`src/hdl/mode_alarm_consts.svh`:
```
// Offsets, field positions and reset values of the mode/fault block
// Assumes inclusion by bare name from the top module
`ifndef MODE_ALARM_CONSTS_SVH
`define MODE_ALARM_CONSTS_SVH
// ==================================================================
// Register byte offsets
`define OFF_CTRL      5'h00
`define OFF_ALLOC     5'h04
`define OFF_STATUS    5'h08
`define OFF_IRQ_STAT  5'h0C
`define OFF_IRQ_MASK  5'h10
// ==================================================================
// Reset values
`define RST_DIGIT     4'h7
`define RST_ALLOC     32'h20028040
`define RST_IRQ_MASK  3'h0
// ==================================================================
// Field positions
`define ALLOC_FWD_POS 0
`define ALLOC_REV_POS 8
`define ALLOC_PRP_POS 16
`define ALLOC_CLR_POS 24
`define ST_MODE_POS   0
`define ST_PRESET_POS 4
`define ST_FAULT_POS  6
`define ST_LOCK_POS   7
`define ST_TERM_POS   8
`define IRQ_SET_BIT   0
`define IRQ_CLR_BIT   1
`define IRQ_MODE_BIT  2
// ==================================================================
// Control-method digits
`define DIG_ISPD_ANA  4'h4
`define DIG_ISPD_PLS  4'h5
`define DIG_ISPD_TRQ  4'h6
`define DIG_POS_SPD   4'h7
`define DIG_POS_TRQ   4'h8
`define DIG_TRQ_SPD   4'h9
`define DIG_SPD_ZCL   4'hA
`define DIG_POS_INH   4'hB
`endif

```
`src/hdl/mode_alarm_pkg.sv`:
```
// Types shared by the mode selector and fault signalling block
// Assumes the constants header sits beside it
package mode_alarm_pkg;
    // ==============================================================
    // Active control mode, Gray along the usual path
    typedef enum logic [2:0] {
        MODE_POS         = 3'h0,
        MODE_SPD_ANA     = 3'h1,
        MODE_TRQ         = 3'h3,
        MODE_SPD_INT     = 3'h2,
        MODE_SPD_PULSE   = 3'h6,
        MODE_ZCLAMP      = 3'h7,
        MODE_POS_INHIBIT = 3'h5
    } ctrl_mode_t;
    // Fault latch states
    typedef enum logic [1:0] {
        FLT_NORMAL = 2'h0,
        FLT_ALARM  = 2'h1,
        FLT_LOCKED = 2'h3
    } fault_state_t;
    // One register bus request
    typedef struct packed {
        logic [4:0]  addr;
        logic [31:0] wdata;
        logic        wr;
        logic        rd;
    } reg_req_t;
    // Logical input functions, true when asserted
    typedef struct packed {
        logic fwd;
        logic rev;
        logic prop;
        logic clr;
    } func_bits_t;
    // Whole state of the top module
    typedef struct packed {
        logic [3:0]  digit;
        logic [31:0] alloc;
        logic [2:0]  irq_stat;
        logic [2:0]  irq_mask;
        logic [31:0] rdata;
        ctrl_mode_t  mode;
        logic [1:0]  preset;
        logic        irq;
    } top_state_t;
endpackage

```
`src/hdl/control_mode_select_alarm.sv`:
```
// Control mode selector and fault signalling of a servo drive
// Assumes terminals are active low and idle high; one clock domain
//
// How it works
// - Digits 4-6 pair preset speed with another
// - Limit inputs switch modes in preset pairings
// - Digits 7-B choose mode from switch input
// - 7: speed/position; 8: torque/position
// - 9: speed/torque; A: clamp/speed; B: inhibit
// - Fault output low normal, high in alarm
// - Alarm clears on a clear-input falling edge, not its level
// - Panel request also clears the alarm
// - Encoder faults clear only at power-up reset
// - Clear input terminal is remappable
// - Terminals sharing a function combine by OR
//
`timescale 1ns/1ps
`include "mode_alarm_consts.svh"
module control_mode_select_alarm
    import mode_alarm_pkg::*;
#(
    parameter int N_TERM = 8
) (
    input  wire logic              MCLK_IN,
    input  wire logic              RSTN_IN,
    input  wire logic [N_TERM-1:0] TERM_N_IN,
    input  wire logic              FAULT_EVENT_IN,
    input  wire logic              ENC_FAULT_IN,
    input  wire logic              PANEL_CLEAR_IN,
    input  wire logic [4:0]        ADDR_IN,
    input  wire logic [31:0]       WDATA_IN,
    input  wire logic              WR_IN,
    input  wire logic              RD_IN,
    output logic      [31:0]       RDATA_OUT,
    output logic                   FAULT_OUT,
    output logic      [2:0]        MODE_OUT,
    output logic      [1:0]        PRESET_SEL_OUT,
    output logic                   IRQ_OUT
);

    // ==============================================================
    // Functions

    // True when any terminal mapped to a function is asserted
    function automatic logic func_hit(
        input logic [7:0]        mask,
        input logic [N_TERM-1:0] asserted
    );
        logic [7:0] wide;
        wide = '0;
        wide[N_TERM-1:0] = asserted;
        return |(mask & wide);
    endfunction

    // Gather all four input functions from terminal levels
    function automatic func_bits_t map_funcs(
        input logic [31:0]       alloc,
        input logic [N_TERM-1:0] asserted
    );
        func_bits_t f;
        f.fwd  = func_hit(alloc[`ALLOC_FWD_POS +: 8], asserted);
        f.rev  = func_hit(alloc[`ALLOC_REV_POS +: 8], asserted);
        f.prop = func_hit(alloc[`ALLOC_PRP_POS +: 8], asserted);
        f.clr  = func_hit(alloc[`ALLOC_CLR_POS +: 8], asserted);
        return f;
    endfunction

    // Mode from the method digit and the input functions
    function automatic ctrl_mode_t pick_mode(
        input logic [3:0] digit,
        input func_bits_t f
    );
        ctrl_mode_t m;
        logic       lim;
        // Either limit input requests the preset speed mode of digits 4-6
        lim = f.fwd | f.rev;
        case (digit)
            // Preset speed against analog speed
            `DIG_ISPD_ANA: begin
                m = lim ? MODE_SPD_INT : MODE_SPD_ANA;
            end
            // Preset speed against pulse-train speed
            `DIG_ISPD_PLS: begin
                m = lim ? MODE_SPD_INT : MODE_SPD_PULSE;
            end
            // Preset speed against analog torque
            `DIG_ISPD_TRQ: begin
                m = lim ? MODE_SPD_INT : MODE_TRQ;
            end
            // Switch asserted low picks the first mode
            `DIG_POS_SPD: begin
                m = f.prop ? MODE_SPD_ANA : MODE_POS;
            end
            `DIG_POS_TRQ: begin
                m = f.prop ? MODE_TRQ : MODE_POS;
            end
            `DIG_TRQ_SPD: begin
                m = f.prop ? MODE_SPD_ANA : MODE_TRQ;
            end
            `DIG_SPD_ZCL: begin
                m = f.prop ? MODE_ZCLAMP : MODE_SPD_ANA;
            end
            `DIG_POS_INH: begin
                m = f.prop ? MODE_POS_INHIBIT : MODE_POS;
            end
            // Digits outside the switching set stay in position
            default: begin
                m = MODE_POS;
            end
        endcase
        return m;
    endfunction

    // ==============================================================
    // Signals

    top_state_t        st_q;       // Registered state
    top_state_t        st_d;       // Next state
    reg_req_t          req;        // Bus request bundle
    logic [N_TERM-1:0] term_q;     // Synchronised levels
    logic [N_TERM-1:0] term_prev;  // Previous sample
    logic [N_TERM-1:0] asrt_now;   // Asserted terminals now
    logic [N_TERM-1:0] asrt_prev;  // Asserted terminals before
    func_bits_t        fn_now;     // Functions now
    func_bits_t        fn_prev;    // Functions one cycle before
    logic              clr_edge;   // Clear input falling edge
    logic              clear_req;  // Any clear request
    logic              fault;      // Latched fault
    logic              locked;     // Encoder lock
    logic              set_p;      // Fault entered
    logic              clr_p;      // Fault cleared
    logic [2:0]        events;     // Interrupt events
    logic [31:0]       status;     // Status word

    // ==============================================================
    // Bus bundle
    assign req = '{ADDR_IN, WDATA_IN, WR_IN, RD_IN};

    // ==============================================================
    // Input synchroniser with previous sample
    term_sync #(
        .W (N_TERM)
    ) u_sync (
        .clk_in   (MCLK_IN),
        .rstn_in  (RSTN_IN),
        .d_in     (TERM_N_IN),
        .q_out    (term_q),
        .prev_out (term_prev)
    );

    // ==============================================================
    // Input functions

    // Terminals are asserted when low
    assign asrt_now  = ~term_q;
    assign asrt_prev = ~term_prev;

    // Map terminals onto functions, now and one sample back
    assign fn_now  = map_funcs(st_q.alloc, asrt_now);
    assign fn_prev = map_funcs(st_q.alloc, asrt_prev);

    // One pulse per high-to-low move of the clear input
    assign clr_edge = fn_now.clr & ~fn_prev.clr;

    // Panel or operator request clears as well
    assign clear_req = clr_edge | PANEL_CLEAR_IN;

    // ==============================================================
    // Fault latch
    fault_latch u_latch (
        .clk_in         (MCLK_IN),
        .rstn_in        (RSTN_IN),
        .fault_event_in (FAULT_EVENT_IN),
        .enc_fault_in   (ENC_FAULT_IN),
        .clear_req_in   (clear_req),
        .fault_out      (fault),
        .locked_out     (locked),
        .set_pulse_out  (set_p),
        .clr_pulse_out  (clr_p)
    );

    // ==============================================================
    // Status word
    always_comb begin
        status = '0;
        status[`ST_MODE_POS +: 3]   = st_q.mode;
        status[`ST_PRESET_POS +: 2] = st_q.preset;
        status[`ST_FAULT_POS]       = fault;
        status[`ST_LOCK_POS]        = locked;
        status[`ST_TERM_POS +: N_TERM] = asrt_now;
    end

    // ==============================================================
    // Next state: mode, registers, interrupts, read data
    always_comb begin
        st_d = st_q;

        // Mode follows the digit and the inputs each cycle
        st_d.mode = pick_mode(st_q.digit, fn_now);
        // Preset index from the two limit inputs
        if (st_d.mode == MODE_SPD_INT) begin
            st_d.preset = {fn_now.rev, fn_now.fwd};
        end else begin
            st_d.preset = 2'h0;
        end

        // Writes to the software registers
        if (req.wr) begin
            case (req.addr)
                // Control-method digit
                `OFF_CTRL: begin
                    st_d.digit = req.wdata[3:0];
                end
                // Terminal allocation masks
                `OFF_ALLOC: begin
                    st_d.alloc = req.wdata;
                end
                // Interrupt mask
                `OFF_IRQ_MASK: begin
                    st_d.irq_mask = req.wdata[2:0];
                end
                // Read-only or unmapped: ignored
                default: begin
                    st_d.irq_mask = st_q.irq_mask;
                end
            endcase
        end

        // Event sources for the sticky flags
        events = '0;
        events[`IRQ_SET_BIT]  = set_p;
        events[`IRQ_CLR_BIT]  = clr_p;
        events[`IRQ_MODE_BIT] = (st_d.mode != st_q.mode);

        // Read clears the flags; a new event wins
        if (req.rd && req.addr == `OFF_IRQ_STAT) begin
            st_d.irq_stat = events;
        end else begin
            st_d.irq_stat = st_q.irq_stat | events;
        end

        // Interrupt level from unmasked flags
        st_d.irq = |(st_d.irq_stat & st_d.irq_mask);

        // Read data stand one cycle, zero otherwise
        st_d.rdata = '0;
        if (req.rd) begin
            case (req.addr)
                // Control digit
                `OFF_CTRL: begin
                    st_d.rdata[3:0] = st_q.digit;
                end
                // Allocation masks
                `OFF_ALLOC: begin
                    st_d.rdata = st_q.alloc;
                end
                // Live status
                `OFF_STATUS: begin
                    st_d.rdata = status;
                end
                // Sticky flags before the clear
                `OFF_IRQ_STAT: begin
                    st_d.rdata[2:0] = st_q.irq_stat;
                end
                // Mask
                `OFF_IRQ_MASK: begin
                    st_d.rdata[2:0] = st_q.irq_mask;
                end
                // Unmapped reads return zero
                default: begin
                    st_d.rdata = '0;
                end
            endcase
        end
    end

    // ==============================================================
    // State register
    always_ff @(posedge MCLK_IN) begin
        if (!RSTN_IN) begin
            st_q.digit    <= `RST_DIGIT;
            st_q.alloc    <= `RST_ALLOC;
            st_q.irq_stat <= 3'h0;
            st_q.irq_mask <= `RST_IRQ_MASK;
            st_q.rdata    <= 32'h0000_0000;
            st_q.mode     <= MODE_POS;
            st_q.preset   <= 2'h0;
            st_q.irq      <= 1'b0;
        end else begin
            st_q <= st_d;
        end
    end

    // ==============================================================
    // Outputs, all from flip-flops
    assign RDATA_OUT      = st_q.rdata;
    assign FAULT_OUT      = fault;
    assign MODE_OUT       = st_q.mode;
    assign PRESET_SEL_OUT = st_q.preset;
    assign IRQ_OUT        = st_q.irq;

endmodule

```
`src/hdl/term_sync.sv`:
```
// Two-stage synchroniser for the terminals, plus previous sample
// Assumes idle terminals sit high; reset loads that idle level
`timescale 1ns/1ps
module term_sync #(
    parameter int W = 8
) (
    input  wire logic         clk_in,
    input  wire logic         rstn_in,
    input  wire logic [W-1:0] d_in,
    output logic      [W-1:0] q_out,
    output logic      [W-1:0] prev_out
);
    // Whole state of the synchroniser
    typedef struct packed {
        logic [W-1:0] meta;
        logic [W-1:0] sync;
        logic [W-1:0] prev;
    } sync_state_t;
    sync_state_t st_q;
    sync_state_t st_d;
    // ==============================================================
    // Next state: meta feeds only sync
    always_comb begin
        st_d.meta = d_in;
        st_d.sync = st_q.meta;
        st_d.prev = st_q.sync;
    end
    // State register, idle high after reset
    always_ff @(posedge clk_in) begin
        if (!rstn_in) begin
            st_q <= '1;
        end else begin
            st_q <= st_d;
        end
    end
    assign q_out    = st_q.sync;
    assign prev_out = st_q.prev;
endmodule

```
`src/hdl/fault_latch.sv`:
```
// Fault latch: set by abnormal events, cleared by a clear request unless an encoder fault has locked it
// Assumes one-cycle clear requests already edge-detected upstream
`timescale 1ns/1ps
module fault_latch
    import mode_alarm_pkg::*;
(
    input  wire logic clk_in,
    input  wire logic rstn_in,
    input  wire logic fault_event_in,
    input  wire logic enc_fault_in,
    input  wire logic clear_req_in,
    output logic      fault_out,
    output logic      locked_out,
    output logic      set_pulse_out,
    output logic      clr_pulse_out
);
    // Whole state of the latch
    typedef struct packed {
        fault_state_t state;
        logic         fault;
        logic         set_p;
        logic         clr_p;
    } latch_state_t;
    latch_state_t st_q;
    latch_state_t st_d;
    // ==============================================================
    // Next state; a new event beats a clear in the same cycle
    always_comb begin
        st_d       = st_q;
        st_d.set_p = 1'b0;
        st_d.clr_p = 1'b0;
        case (st_q.state)
            FLT_NORMAL: begin
                // Encoder faults lock until power cycling
                if (enc_fault_in) begin
                    st_d.state = FLT_LOCKED;
                    st_d.set_p = 1'b1;
                end else if (fault_event_in) begin
                    st_d.state = FLT_ALARM;
                    st_d.set_p = 1'b1;
                end
            end
            FLT_ALARM: begin
                // Clear on any cycle with a request and no new event
                if (enc_fault_in) begin
                    st_d.state = FLT_LOCKED;
                end else if (clear_req_in && !fault_event_in) begin
                    st_d.state = FLT_NORMAL;
                    st_d.clr_p = 1'b1;
                end
            end
            FLT_LOCKED: begin
                // Left only by reset
                st_d.state = FLT_LOCKED;
            end
            default: begin
                st_d.state = FLT_ALARM;
            end
        endcase
        // High in alarm, low when normal
        st_d.fault = (st_d.state != FLT_NORMAL);
    end
    // State register
    always_ff @(posedge clk_in) begin
        if (!rstn_in) begin
            st_q <= '{FLT_NORMAL, 1'b0, 1'b0, 1'b0};
        end else begin
            st_q <= st_d;
        end
    end
    assign fault_out     = st_q.fault;
    assign locked_out    = (st_q.state == FLT_LOCKED);
    assign set_pulse_out = st_q.set_p;
    assign clr_pulse_out = st_q.clr_p;
endmodule

```
`config.mk`:
```
export PLATFORM = sky130hd
export DESIGN_NAME = control_mode_select_alarm
export DESIGN_NICKNAME = d
export VERILOG_FILES = /design/src/hdl/mode_alarm_pkg.sv /design/src/hdl/control_mode_select_alarm.sv /design/src/hdl/term_sync.sv /design/src/hdl/fault_latch.sv
export VERILOG_INCLUDE_DIRS = /design/src /design/src/hdl
export SDC_FILE = /design/constraint.sdc
export NUM_CORES = 1
export LEC_CHECK = 0
export BUFFER_PORTS_ARGS = -buffer_cell sky130_fd_sc_hd__buf_2
export CAP_MARGIN = 20
export CELL_PAD_IN_SITES_DETAIL_PLACEMENT = 0
export CELL_PAD_IN_SITES_GLOBAL_PLACEMENT = 1
export CORE_MARGIN = 2
export CORE_UTILIZATION = 43
export DETAILED_ROUTE_END_ITERATION = 8
export PLACE_DENSITY_LB_ADDON = 0.1
export SLEW_MARGIN = 20
export SYNTH_ARGS = -nofsm -noshare
export SYNTH_HDL_FRONTEND = slang
export SYNTH_SLANG_ARGS = --single-unit
```
`constraint.sdc`:
```
create_clock -name MCLK_IN -period 3.4 [get_ports MCLK_IN]
set_input_delay 0.34 -clock MCLK_IN [delete_from_list [all_inputs] [get_ports MCLK_IN]]
set_output_delay 0.34 -clock MCLK_IN [all_outputs]
set_load 0.1 [all_outputs]
```
# Yosys cells after proc, flatten, opt, wreduce, memory -nomap -nowiden
# Cells that the tools add are included.
op_classes:
  n_eq_ne: 16
  muxes: 23
  bitwise: 15
  reduce_logical: 18
op_table:
  columns: ["op", "count"]
  rows:
  - ["$pmux W28 S2", 1]
  - ["$and A8 B8 Y8", 5]
  - ["$reduce_or A8 Y1", 5]
  - ["$pmux W3 S8", 1]
  - ["$mux W3", 6]
  - ["$eq A4 B3 Y1 const B", 4]
  - ["$eq A4 B4 Y1 const B", 4]
  - ["$not A8 Y8", 2]
  - ["$pmux W3 S5", 1]
  - ["$mux W2", 7]
  - ["$eq A5 B4 Y1 const B", 2]
  - ["$reduce_and A2 Y1", 5]
  - ["$pmux W2 S3", 1]
  - ["$reduce_or A3 Y1", 2]
  - ["$eq A5 B3 Y1 const B", 1]
  - ["$eq A5 B5 Y1 const B", 1]
  - ["$logic_not A5 Y1", 1]
  - ["$mux W1", 5]
  - ["$and A3 B3 Y3", 1]
  - ["$eq A3 B2 Y1 const B", 1]
  - ["$ne A3 B3 Y1", 1]
  - ["$not A1 Y1", 3]
  - ["$or A3 B3 Y3", 1]
  - ["$eq A2 B1 Y1 const B", 1]
  - ["other kinds (8)", 10]
word_totals:
  regBits: 109
  input_bits: 52
  out_inout_bits: 39

# Logic depth before layout (Yosys ltp)
# Gate-level depths: netlist (run 1).
depth:
  word_depth: 11
  mapped_depth: 8
  depth_no_buf: 7

# Hierarchy
# Synthesis (run 1) repeated with hierarchy kept, for this count alone.
hier_totals:
  cells_unflattened: 499
  area_unflattened_um2: 4400.5
modules_own_cells:
  columns: ["mod", "instances", "cells_per_inst", "area_each_um2"]
  rows:
  - ["control_mode_select_alarm", 1, 425, 3510.9]
  - ["term_sync", 1, 58, 704.4]
  - ["fault_latch", 1, 16, 185.2]

# Worst setup path before layout (run 1)
# Ideal clock, no wire load.
synth_timing:
  kind: "register to register"
  startpoint: "register u_sync.st_q (netlist bit u_sync.q_out[5])"
  endpoint: "register st_q (netlist bit IRQ_OUT)"
  setup_time_ps: 84
  arrival_time_ps: 1713
  t_required_ps: 3316
  slack_ps: 1603
  stages_incl_launch_ff: 8
  path_buffers: 0
  cell_sequence: "dfxtp_1 > nand2b_1 > o2111ai_2 > nor4_4 > a21oi_2 > a31o_1 > o2111a_1 > o31ai_2"
synth_between:
  elab_chain_cells: 11
  elab_cells_between_ends: 22
  classes_between: "1 x eq/ne; 10 x mux; 7 x bitwise; 4 x reduce/logical"
synth_rtl:
  columns: ["element", "line", "rtl"]
  rows:
  - ["start, declared", "term_sync.sv:19", "sync_state_t st_q;"]
  - ["start signal, assigned", "term_sync.sv:33", "st_q <= st_d;"]
  - ["$not A8 Y8 (*)", "control_mode_select_alarm.sv:155", "assign asrt_now = ~term_q;"]
  - ["$and A8 B8 Y8", "control_mode_select_alarm.sv:52", "return |(mask & wide);"]
  - ["$reduce_or A8 Y1", "control_mode_select_alarm.sv:52", null]
  - ["$or A1 B1 Y1", "control_mode_select_alarm.sv:76", "lim = f.fwd | f.rev;"]
  - ["$mux W1, or another cell as far along", "control_mode_select_alarm.sv:88", "m = lim ? MODE_SPD_INT : MODE_TRQ;"]
  - ["$pmux W3 S8 (*)", "control_mode_select_alarm.sv:77", "case (digit)"]
  - ["$ne A3 B3 Y1 (*)", "control_mode_select_alarm.sv:233", "events[`IRQ_MODE_BIT] = (st_d.mode != st_q.mode);"]
  - ["$or A3 B3 Y3", "control_mode_select_alarm.sv:239", "st_d.irq_stat = st_q.irq_stat | events;"]
  - ["$mux W3 (*)", "control_mode_select_alarm.sv:236", "if (req.rd && req.addr == `OFF_IRQ_STAT) begin"]
  - ["$and A3 B3 Y3 (*)", "control_mode_select_alarm.sv:243", "st_d.irq = |(st_d.irq_stat & st_d.irq_mask);"]
  - ["$reduce_or A3 Y1 (*)", "control_mode_select_alarm.sv:243", null]
  - ["end signal, assigned", "control_mode_select_alarm.sv:290", "st_q <= st_d;"]
  - ["end, declared", "control_mode_select_alarm.sv:117", "top_state_t st_q;"]
# Every way passes the cells marked *; elsewhere a longest branch is shown, timed or not.
# A chain may end at the register's enable or synchronous reset.

# Worst setup path in the final report (run 1)
layout_timing:
  startpoint: "register u_sync.st_q (netlist bit u_sync.q_out[2])"
  endpoint: "register st_q (netlist bit IRQ_OUT)"
# The elaborated chain is that of the path after synthesis.

==> impl_results.md, run 1 <==
* CTS tree: built
* Final Cycle Share at 0.690
* Routability cong. at 0.853
* Root buffer cell: clkbuf_8
* Hold endpoint: u_sync.st_d[15]$_SDFF_PN1_
* TritonCTS buffer count at 9
* Syn_area_per_cell at 8.76 um^2
* Via count at 3365
* Height of the die at 104 um
* Final wirelength at 10.6 mm
* Design area at 0.00479 mm^2
* Run status: completed
* Worst-path clk slew at 0.10 ns
* Synth Register Bits at 109
* Final setup fails at 0
* CTS H-tree depth at 3
* FF-to-FF Start: u_sync.q_out[2]$_SDFF_PN1_
* Chip width at 104 um
* Largest net degree at the start of global routing at 43
* Antenna cells at 0
* Total placed cells including tap cells at 659
* Maximum vdd drop at 212 uV
* Syn_nets at 544
* Synth Warn # at 0
* CP Capture Type: flop
* Crit path DAT at 2.64 ns
* Io pins at 91
* P&R area growth vs syn at 11.1%
* Drt wl/cell at 15.7 um
* Worst reg2reg path depth at 7
* First DRT Iteration DRCs at 214
* Hold path cells at 2
* RSZ-0062 raised after global routing: false
* Worst Hold Class: primary input to flop
* Clock Path Buffers at 2
* Hpwl dp at 7.72 mm
* Crit Path Class: flop to flop
* Post-Syn Instances at 492
* Setup TNS at 0 ns
* Reg2reg end: IRQ_OUT$_SDFF_PN0_
* First-pass GRT wire length at 17.0 mm
* Reg2Reg Setup Slack at 1.06 ns
* Max transition margin at 0.544
* Drc violations at 0
* Die footprint at 0.0108 mm^2
* Power per standard cell area at 470 mW/mm^2
* I/O Buffers at 90
* Post-CTS Setup Bufs at 0
* Min-delay src: TERM_N_IN[7]
* Gr usage total at 0.202
* Clock Sinks at 109
* Tot Pwr at 0.00225 W
* Initial antenna violation count at 0
* Seq/Total Area, Yosys at 0.507
* Max-capacitance violation count at 0
* Total gr overflow at 0
* Pre-antenna DRT Iters at 5
* Distinct cells, synth at 49
* Vias/cell at 4.99
* Share of post-route cells with drive strength above 1 at 0.221
* DP Area at 0.00459 mm^2
* Slew Viols, Final at 0
* Post-Syn Area at 0.00431 mm^2
* Nets@finish at 589
* Crit path time final at 2.34 ns
* CP max FO at 6
* Hold Buf Count CTS at 0
* Core ar. at 0.00973 mm^2
* Clock Latency Late Sink at 0.37 ns
* Final ANT Viol Nets at 0
* Non-filler cells, final at 675
* Max Clk Rate at 427 MHz
* Initial core utilization at 0.443
* Startpoint types: flop
* Row Count at 36
* Post_cts resized at 0
* Final Hold Fails at 0
* Leak at 1.91 nW
* Number of global-route vias before repair at 3173
* Clock skew at 0.0145 ns
* Req. time, crit path at 3.70 ns
* Slew @ Worst Pin at 0.683 ns
worst max-delay path, stage by stage, from the launching register on:
cell and delay [ns]:
dfxtp_1 0.49, nand2b_1 0.15, o2111ai_1 0.34, nor2_2 0.32, mux2i_1 0.30, a211oi_1 0.11
o2111a_1 0.33, o31ai_2 0.23
registers in the layout (all words and copies together) (netlist names):
register and flops:
st_q 42, u_sync.prev_out 8, u_latch.clr_pulse_out 1, RDATA_OUT 32, u_latch.fault_out 1, u_sync.q_out 8
u_latch.set_pulse_out 1, u_sync.st_d 8, PRESET_SEL_OUT 2, MODE_OUT 3, IRQ_OUT 1, u_latch.st_q 2
per-layer routing:
metal  vias up  track usage  share of wire
met5         -            0              0
met2       107        0.281           0.41
met4         0       0.0676          0.012
li1       1707            -              -
met3         9       0.0363          0.050
met1      1542        0.311           0.53
synthesized netlist by cell type, drive strengths merged:
| master | instances | area share |
|---|---|---|
| or4 | 1 | 0.0017 |
| nand2 | 80 | 0.070 |
| clkbuf | 20 | 0.017 |
| a2bb2oi | 1 | 0.0020 |
| a21o | 1 | 0.0017 |
| nand4 | 2 | 0.0029 |
| o31a | 1 | 0.0020 |
| or2 | 2 | 0.0029 |
| nand4b | 1 | 0.0020 |
| nand3 | 9 | 0.010 |
| o2111a | 2 | 0.0052 |
| o21ai | 2 | 0.0023 |
| and2 | 9 | 0.013 |
| nor4 | 13 | 0.022 |
| nor3b | 2 | 0.0046 |
| a2111oi | 1 | 0.0020 |
| mux2i | 5 | 0.012 |
| o31ai | 1 | 0.0029 |
| o32a | 2 | 0.0046 |
| clkinv | 1 | 0.00087 |
| nand2b | 43 | 0.062 |
| inv | 16 | 0.014 |
| o22ai | 8 | 0.012 |
| and3 | 1 | 0.0015 |
| o21ba | 2 | 0.0046 |
| a21oi | 44 | 0.052 |
| o211ai | 3 | 0.0052 |
| a222oi | 3 | 0.0070 |
| nor2b | 2 | 0.0029 |
| buf | 42 | 0.070 |
| xor2 | 2 | 0.0041 |
| a22oi | 7 | 0.012 |
| o221ai | 1 | 0.0020 |
| nor3 | 4 | 0.0046 |
| dfxtp | 109 | 0.51 |
| a32oi | 1 | 0.0020 |
| a211oi | 1 | 0.0017 |
| a31o | 2 | 0.0041 |
| nor2 | 39 | 0.035 |
| o2111ai | 6 | 0.014 |
cell families (layout without fill, tap and decap cells):
| logic type | Yosys count | in the layout | share of synthesized area |
|---|---|---|---|
| simple gates | 208 | 208 | 0.236 |
| flops | 109 | 109 | 0.507 |
| compound gates | 89 | 89 | 0.139 |
| buf+inv | 79 | 129 | 0.102 |
| mux | 5 | 5 | 0.0116 |
| xor+xnor | 2 | 2 | 0.00407 |
metrics by stage:
step / setup WS [ns] / util / hold WS, ns
CTS: 1.06 / 0.492 / 0.130
finish: 1.06 / 0.492 / 0.137
detailed placement: 0.935 / 0.472 / 0.396
global placement: 0.998 / 0.472 / 0.393
global route: 0.913 / 0.492 / 0.135
floorplan: 1.60 / - / 0.386
report_power, final:
group | switching, W | total [W] | internal (W) | leakage, nW
clock network | 0.000442 | 0.000790 | 0.000349 | 0.0927
registers | 0.0000193 | 0.00132 | 0.00130 | 0.885
logic | 0.0000872 | 0.000141 | 0.0000533 | 0.934
total | 0.000548 | 0.00225 | 0.00170 | 1.91
worst max-delay path by stage:
stage | startpoint | to | slack [ns] | depth (start not counted)
2_1_floorplan | u_sync.q_out[5]$_SDFF_PN1_ | IRQ_OUT$_SDFF_PN0_ | 1.60 | 7
3_3_place_gp | ADDR_IN[1] | st_q[48]$_SDFFE_PN0P_ | 1.0 | 8
3_5_place_dp | ADDR_IN[1] | st_q[68]$_SDFFE_PN0P_ | 0.93 | 8
4_1_cts | u_sync.q_out[2]$_SDFF_PN1_ | IRQ_OUT$_SDFF_PN0_ | 1.06 | 7
5_1_grt | u_sync.q_out[2]$_SDFF_PN1_ | IRQ_OUT$_SDFF_PN0_ | 0.91 | 7
6_report | u_sync.q_out[2]$_SDFF_PN1_ | IRQ_OUT$_SDFF_PN0_ | 1.06 | 7
final cells by class:
type                       count  area, um^2
fill                         987        4940
sequential                   109        2180
multi-input combinational    304        1690
timing repair buffer          96         495
tap                          133         166
clock buffer                  12         135
inverter                      17        63.8
clock inverter                 4        57.6
cell usage in the layout (no fill, tap or decap), types with 2 or more instances in the layout:
| cell | instances |
|---|---|
| o2111a_1 | 2 |
| nand2b_1 | 43 |
| nor2_1 | 37 |
| nand3_1 | 9 |
| a21oi_1 | 43 |
| xor2_1 | 2 |
| o2111ai_1 | 5 |
| nand4_1 | 2 |
| clkbuf_1 | 3 |
| a222oi_1 | 3 |
| inv_1 | 16 |
| nor4_1 | 12 |
| o21ba_2 | 2 |
| nand2_1 | 80 |
| o211ai_1 | 3 |
| o22ai_1 | 8 |
| nor2b_1 | 2 |
| mux2i_1 | 5 |
| nor2_2 | 2 |
| o21ai_0 | 2 |
| o32a_1 | 2 |
| nor3_1 | 4 |
| dfxtp_1 | 109 |
| buf_4 | 6 |
| buf_2 | 90 |
| and2_1 | 9 |
| a22oi_1 | 7 |
| clkbuf_8 | 9 |
Power figures use the tool's default switching activity.
==> run 2, diff against run 1 <==
- ABC_AREA: unset -> 1
- CORE_UTILIZATION: 43 -> 36
- clock period: 3.4 -> 1.9 ns (I/O delays scaled with it)
==> impl_results.md, run 2 <==
* Root buffer cell: clkbuf_16
* Synth top area share at 0.501
* Nets@finish at 650
* Routability cong. at 0.808
* Top-count cell post-synth: dfxtp_1
* Row Count at 40
* Max transition margin at 0.510
* Final Hold Fails at 0
* First DRT Iteration DRCs at 178
* Largest net degree at the start of global routing at 49
* Fillers at 1264
* Share of post-route cells with drive strength above 1 at 0.269
* Maximum vdd drop at 539 uV
* NetSw at 0.00111 W
* Setup TNS at 0 ns
* Distinct cells, synth at 33
* Final setup fails at 0
* Syn_nets at 599
* Initial antenna violation count at 0
* Comb power frac at 0.064
* Final ANT Viol Nets at 0
* P&R area growth vs syn at 14.4%
* Synth Register Bits at 109
* Final wirelength at 10.9 mm
* Worst Hold Class: primary input to flop
* Largest register FFs at 42
* Final setup slack of the worst path at 0.226 ns
* Total gr overflow at 0
* Yosys top cell by area: dfxtp_1
* Clock Sinks at 109
* Drc violations at 0
* FF-to-FF Start: u_sync.q_out[6]$_SDFF_PN1_
* Slew Viols, Final at 0
* P_int at 0.00347 W
* Height of the die at 114 um
* Clock power share at 0.422
* Post-CTS Setup Bufs at 0
* Run status: completed
* Max-capacitance violation count at 0
* Hold Buf Count CTS at 0
* CTS H-tree depth at 3
* Clock Path Buffers at 2
* Async SR Flop Fraction at 0
* Gr usage total at 0.177
* Flop pwr share at 0.514
* Post_cts resized at 0
* Layout Utilization at 0.418
* CP max FO at 4
* Clock skew at 0.00732 ns
* Hpwl dp at 7.77 mm
* Main synth FF type: dfxtp_1
* First-pass GRT wire length at 17.6 mm
* Chip width at 114 um
* Design area at 0.00498 mm^2
* TritonCTS buffer count at 9
* Syn_area_per_cell at 7.96 um^2
* Crit Path Class: flop to flop
* Number of global-route vias before repair at 3337
* Post-Syn Instances at 547
* Initial core utilization at 0.366
* Commonest non-fill, non-tap cell in the layout: dfxtp_1
* Seq/Total Area, Yosys at 0.501
* Power per standard cell area at 919 mW/mm^2
* CP startpoint: u_sync.q_out[6]$_SDFF_PN1_
* Pre-antenna DRT Iters at 4
* RSZ-0062 raised after global routing: false
* Crit path DAT at 1.93 ns
* Dpl ws at 0.259 ns
* Die footprint at 0.0130 mm^2
* Clock Latency Late Sink at 0.36 ns
* Max Clk Rate at 597 MHz
* CTS tree: built
* Top post-synthesis cells by count: dfxtp_1, nand2_1, a21oi_1, inv_1, nor2_1
* Min-delay src: TERM_N_IN[4]
* Slew @ Worst Pin at 0.735 ns
* Via count at 3512
* Antenna cells at 0
* Top cells by area, synth: dfxtp_1, nand2_1, buf_4
* Drt wl/cell at 14.5 um
* Most frequent cells in the layout: dfxtp_1, nand2_1, buf_2, inv_1, a21oi_1
* Io pins at 91
* DP Area at 0.00468 mm^2
* I/O Buffers at 90
* CP Capture Type: flop
* Leak at 2.26 nW
* Vias/cell at 4.68
* Startpoint types: flop
* Switching share of power at 0.242
* Tot Pwr at 0.00457 W
* Req. time, crit path at 2.16 ns
* Number of synthesized flops with an enable pin at 0
* Post-Syn Area at 0.00435 mm^2
* Synth Warn # at 0
* Crit path time final at 1.67 ns
* Worst-path clk slew at 0.07 ns
* Core ar. at 0.0119 mm^2
* Top reg by flops: st_q
* Final Cycle Share at 0.881
## run 2: final cells by class
cell class	count	area, um^2	share of cell area
inverter	62	233	0.0467
sequential	109	2180	0.438
multi-input combinational	319	1570	0.314
tap	147	184	0.0369
clock buffer	10	229	0.0460
timing repair buffer	97	515	0.104
clock inverter	6	71.3	0.0143
## run 2: logic make-up after synthesis
| kind of cell | synth area share |
|---|---|
| AOI/OAI and AO/OA | 0.140 |
| buffers and inverters | 0.139 |
| DFF | 0.501 |
| muxes | 0.00230 |
| and+or+nand+nor | 0.217 |
## run 2: per-layer routing
metal | routed length [um] | up-vias | part of all wire | track usage
met5 | 0 | - | 0 | 0
li1 | - | 1807 | - | -
met2 | 4990 | 79 | 0.46 | 0.275
met3 | 534 | 9 | 0.049 | 0.0515
met1 | 5260 | 1617 | 0.48 | 0.243
met4 | 125 | 0 | 0.011 | 0.0472
## run 2: final timing paths
| check | cells past startpoint | slack [ns] | endpoint |
|---|---|---|---|
| min | 2 | 0.02 | u_sync.st_d[12]$_SDFF_PN1_ |
| max reg2reg | 15 | 0.23 | IRQ_OUT$_SDFF_PN0_ |
| min reg2reg | 1 | 0.42 | u_sync.q_out[5]$_SDFF_PN1_ |
| max | 15 | 0.23 | IRQ_OUT$_SDFF_PN0_ |
## run 2: power by group through the flow
stage / logic, W / registers [W] / clock network [W]
floorplan: 0.000167 / 0.00241 / 0
global placement: 0.000293 / 0.00241 / 0
detailed placement: 0.000295 / 0.00241 / 0
CTS: 0.000296 / 0.00235 / 0.00197
global route: 0.000327 / 0.00236 / 0.00206
finish: 0.000292 / 0.00235 / 0.00193
## run 2: critical path: stages (launching register included)
cell and delay (ns):
dfxtp_1 0.40, inv_2 0.10, nand2_2 0.07, nand2_2 0.06, nor2_4 0.14, nand2_4 0.09
nand2_2 0.06, nand2_1 0.07, nor2_2 0.20, nand2_1 0.08, nand2_1 0.06, nand2_1 0.05
clkinv_1 0.05, nand2_1 0.05, nand2_1 0.06, nand2_1 0.04
## run 2: metrics by stage
stage	cells	hold slack, ns
6_report	750	0.0164
3_5_place_dp	734	0.382
2_1_floorplan	547	0.297
4_1_cts	750	0.00978
3_3_place_gp	734	0.377
5_1_grt	750	0.0119
==> run 3, diff against run 2 <==
- MAX_ROUTING_LAYER: unset -> met4
- clock period: 1.9 -> 1.5 ns (I/O delays scaled with it)
==> impl_results.md, run 3 (synthesis gave the netlist of run 2 again) <==
* Run status: complete, but fails checks
* Failing checks: setup timing
* Commonest non-fill, non-tap cell in the layout: dfxtp_1
* Chip width at 114 um
* TritonCTS buffer count at 9
* Via count at 3676
* Drt wl/cell at 14.7 um
* Tot Pwr at 0.00581 W
* Clock Latency Late Sink at 0.35 ns
* Maximum vdd drop at 447 uV
* Hold path cells at 3
* Startpoint types: flop
* Drc violations at 0
* Crit path time final at 1.52 ns
* Antenna cells at 0
* Pre-antenna DRT Iters at 4
* Final ANT Viol Nets at 0
* Leak at 2.45 nW
* Largest register FFs at 42
* Reg2Reg Setup Slack at -0.02 ns
* RSZ-0062 raised after global routing: true
* Number of global-route vias before repair at 3534
* Clock Sinks at 109
* WP buf/inv at 2
* Worst-path clk slew at 0.07 ns
* CP max FO at 5
* Io pins at 91
* Row Count at 40
* Root buffer cell: clkbuf_16
* Worst Hold Class: primary input to flop
* Most frequent cells in the layout: dfxtp_1, buf_2, nand2_1, a21oi_1, inv_1
* First DRT Iteration DRCs at 210
* Vias/cell at 4.66
* FF-to-FF Start: u_sync.q_out[7]$_SDFF_PN1_
* Hold endpoint: st_q[56]$_SDFFE_PN0P_
* Slew @ Worst Pin at 0.493 ns
* Gr usage total at 0.189
* Top reg by flops: st_q
* CTS tree: built
* Die footprint at 0.0130 mm^2
* Initial core utilization at 0.366
* Non-filler cells, final at 788
* Setup TNS at -0.0199 ns
* CP Capture Type: flop
* Hpwl dp at 8.19 mm
* Min-delay src: WDATA_IN[12]
* Crit-path max cell delay at 0.36 ns
* Clock skew at 0.00681 ns
* Final Hold Fails at 0
* Initial antenna violation count at 0
* Final wirelength at 11.6 mm
* Largest net degree at the start of global routing at 33
* Power per standard cell area at 1070 mW/mm^2
* Crit path DAT at 1.77 ns
* Max transition margin at 0.673
* Reg2reg end: IRQ_OUT$_SDFF_PN0_
* Max Clk Rate at 658 MHz
* Max-capacitance violation count at 0
* Critical path's most frequent cell: nand2_2
* Nets@finish at 688
* I/O Buffers at 90
* Final setup slack of the worst path at -0.0199 ns
* Share of post-route cells with drive strength above 1 at 0.346
* Slew Viols, Final at 0
* Height of the die at 114 um
* Final setup fails at 1
* CTS H-tree depth at 3
* Final Cycle Share at 1.01
* Total gr overflow at 0
* Total placed cells including tap cells at 753
* Layout Utilization at 0.455
* First-pass GRT wire length at 18.2 mm
* P&R area growth vs syn at 24.6%
* Critical-path cell list: inv_4, nand2_2, o21ai_2, nor2_2, nand2_2, nor2_4, nand2_2, nand2_1, nand2_1, nand2_1, nand2_1, inv_2, nand2_2, nand2_2, nand2_2
* Clock Path Buffers at 2
* Core ar. at 0.0119 mm^2
* Routability cong. at 0.816
* Req. time, crit path at 1.75 ns
* Delay-heaviest family, CP: simple AND/OR/NAND/NOR gates
* Worst reg2reg path depth at 15
* Crit Path Class: flop to flop
* Crit-path slowest cell: dfxtp_2
run 3: cell types whose count changed in the layout (fill, tap and decap cells not counted), moves of 2 or more:
cell and delta:
buf_12 +3, nand2_1 -14, inv_4 +5, nor2_4 +3, o21ai_0 -3, buf_4 +27
dfxtp_2 +10, dfxtp_1 -10, nor2_1 -2, nand2_2 +14, inv_2 -3, dlygate4sd3_1 +8
run 3: through the flow:
step / hold slack [ns] / instance area [um^2] / setup slack (ns)
global placement: 0.340 / 4860 / -0.0657
floorplan: 0.257 / 4350 / 0.128
detailed placement: 0.345 / 4860 / -0.0842
finish: 0.0192 / 5420 / -0.0199
global route: 0.0209 / 5420 / -0.152
CTS: 0.00856 / 5280 / -0.00927
run 3: cell type report:
cell class | count | area (um^2)
Sequential cell | 109 | 2190
Tap cell | 147 | 184
Fill cell | 1248 | 6490
Multi-Input combinational cell | 319 | 1650
Clock buffer | 12 | 246
Timing Repair Buffer | 135 | 858
Clock inverter | 4 | 47.5
Inverter | 62 | 245
run 3: repair_timing:
item                       in CTS  in global routing
setup buffers                   2                  9
setup endpoints to repair       2                  4
resized for setup              15                 29
pin swaps                       7                 22
hold buffers                    8                  0
hold endpoints to repair        8                  0
run 3: worst min-delay path: stages:
cell	delay, ns
buf_2	0.07
nor2_1	0.03
nor2_1	0.08
run 3: layer usage:
layer	part of all wire	up-vias	GRT usage
li1	-	1887	-
met1	0.49	1698	0.255
met2	0.45	79	0.287
met3	0.045	12	0.0335
met4	0.015	0	0.0659
met5	0	-	-
run 3: where the power goes:
group / switching (W) / leakage (nW) / internal [W]
clock: 0.00104 / 0.143 / 0.00134
combinational: 0.000261 / 1.42 / 0.000180
sequential: 0.0000343 / 0.882 / 0.00295
total: 0.00134 / 2.45 / 0.00447
run 3: worst max path at each step:
stage                                     from            endpoint  depth (start not counted)
global route        u_sync.q_out[7]$_SDFF_PN1_  IRQ_OUT$_SDFF_PN0_                         15
floorplan           u_sync.q_out[4]$_SDFF_PN1_  IRQ_OUT$_SDFF_PN0_                         15
finish              u_sync.q_out[7]$_SDFF_PN1_  IRQ_OUT$_SDFF_PN0_                         15
detailed placement  u_sync.q_out[7]$_SDFF_PN1_  IRQ_OUT$_SDFF_PN0_                         13
global placement    u_sync.q_out[7]$_SDFF_PN1_  IRQ_OUT$_SDFF_PN0_                         13
CTS                 u_sync.q_out[0]$_SDFF_PN1_  IRQ_OUT$_SDFF_PN0_                         15
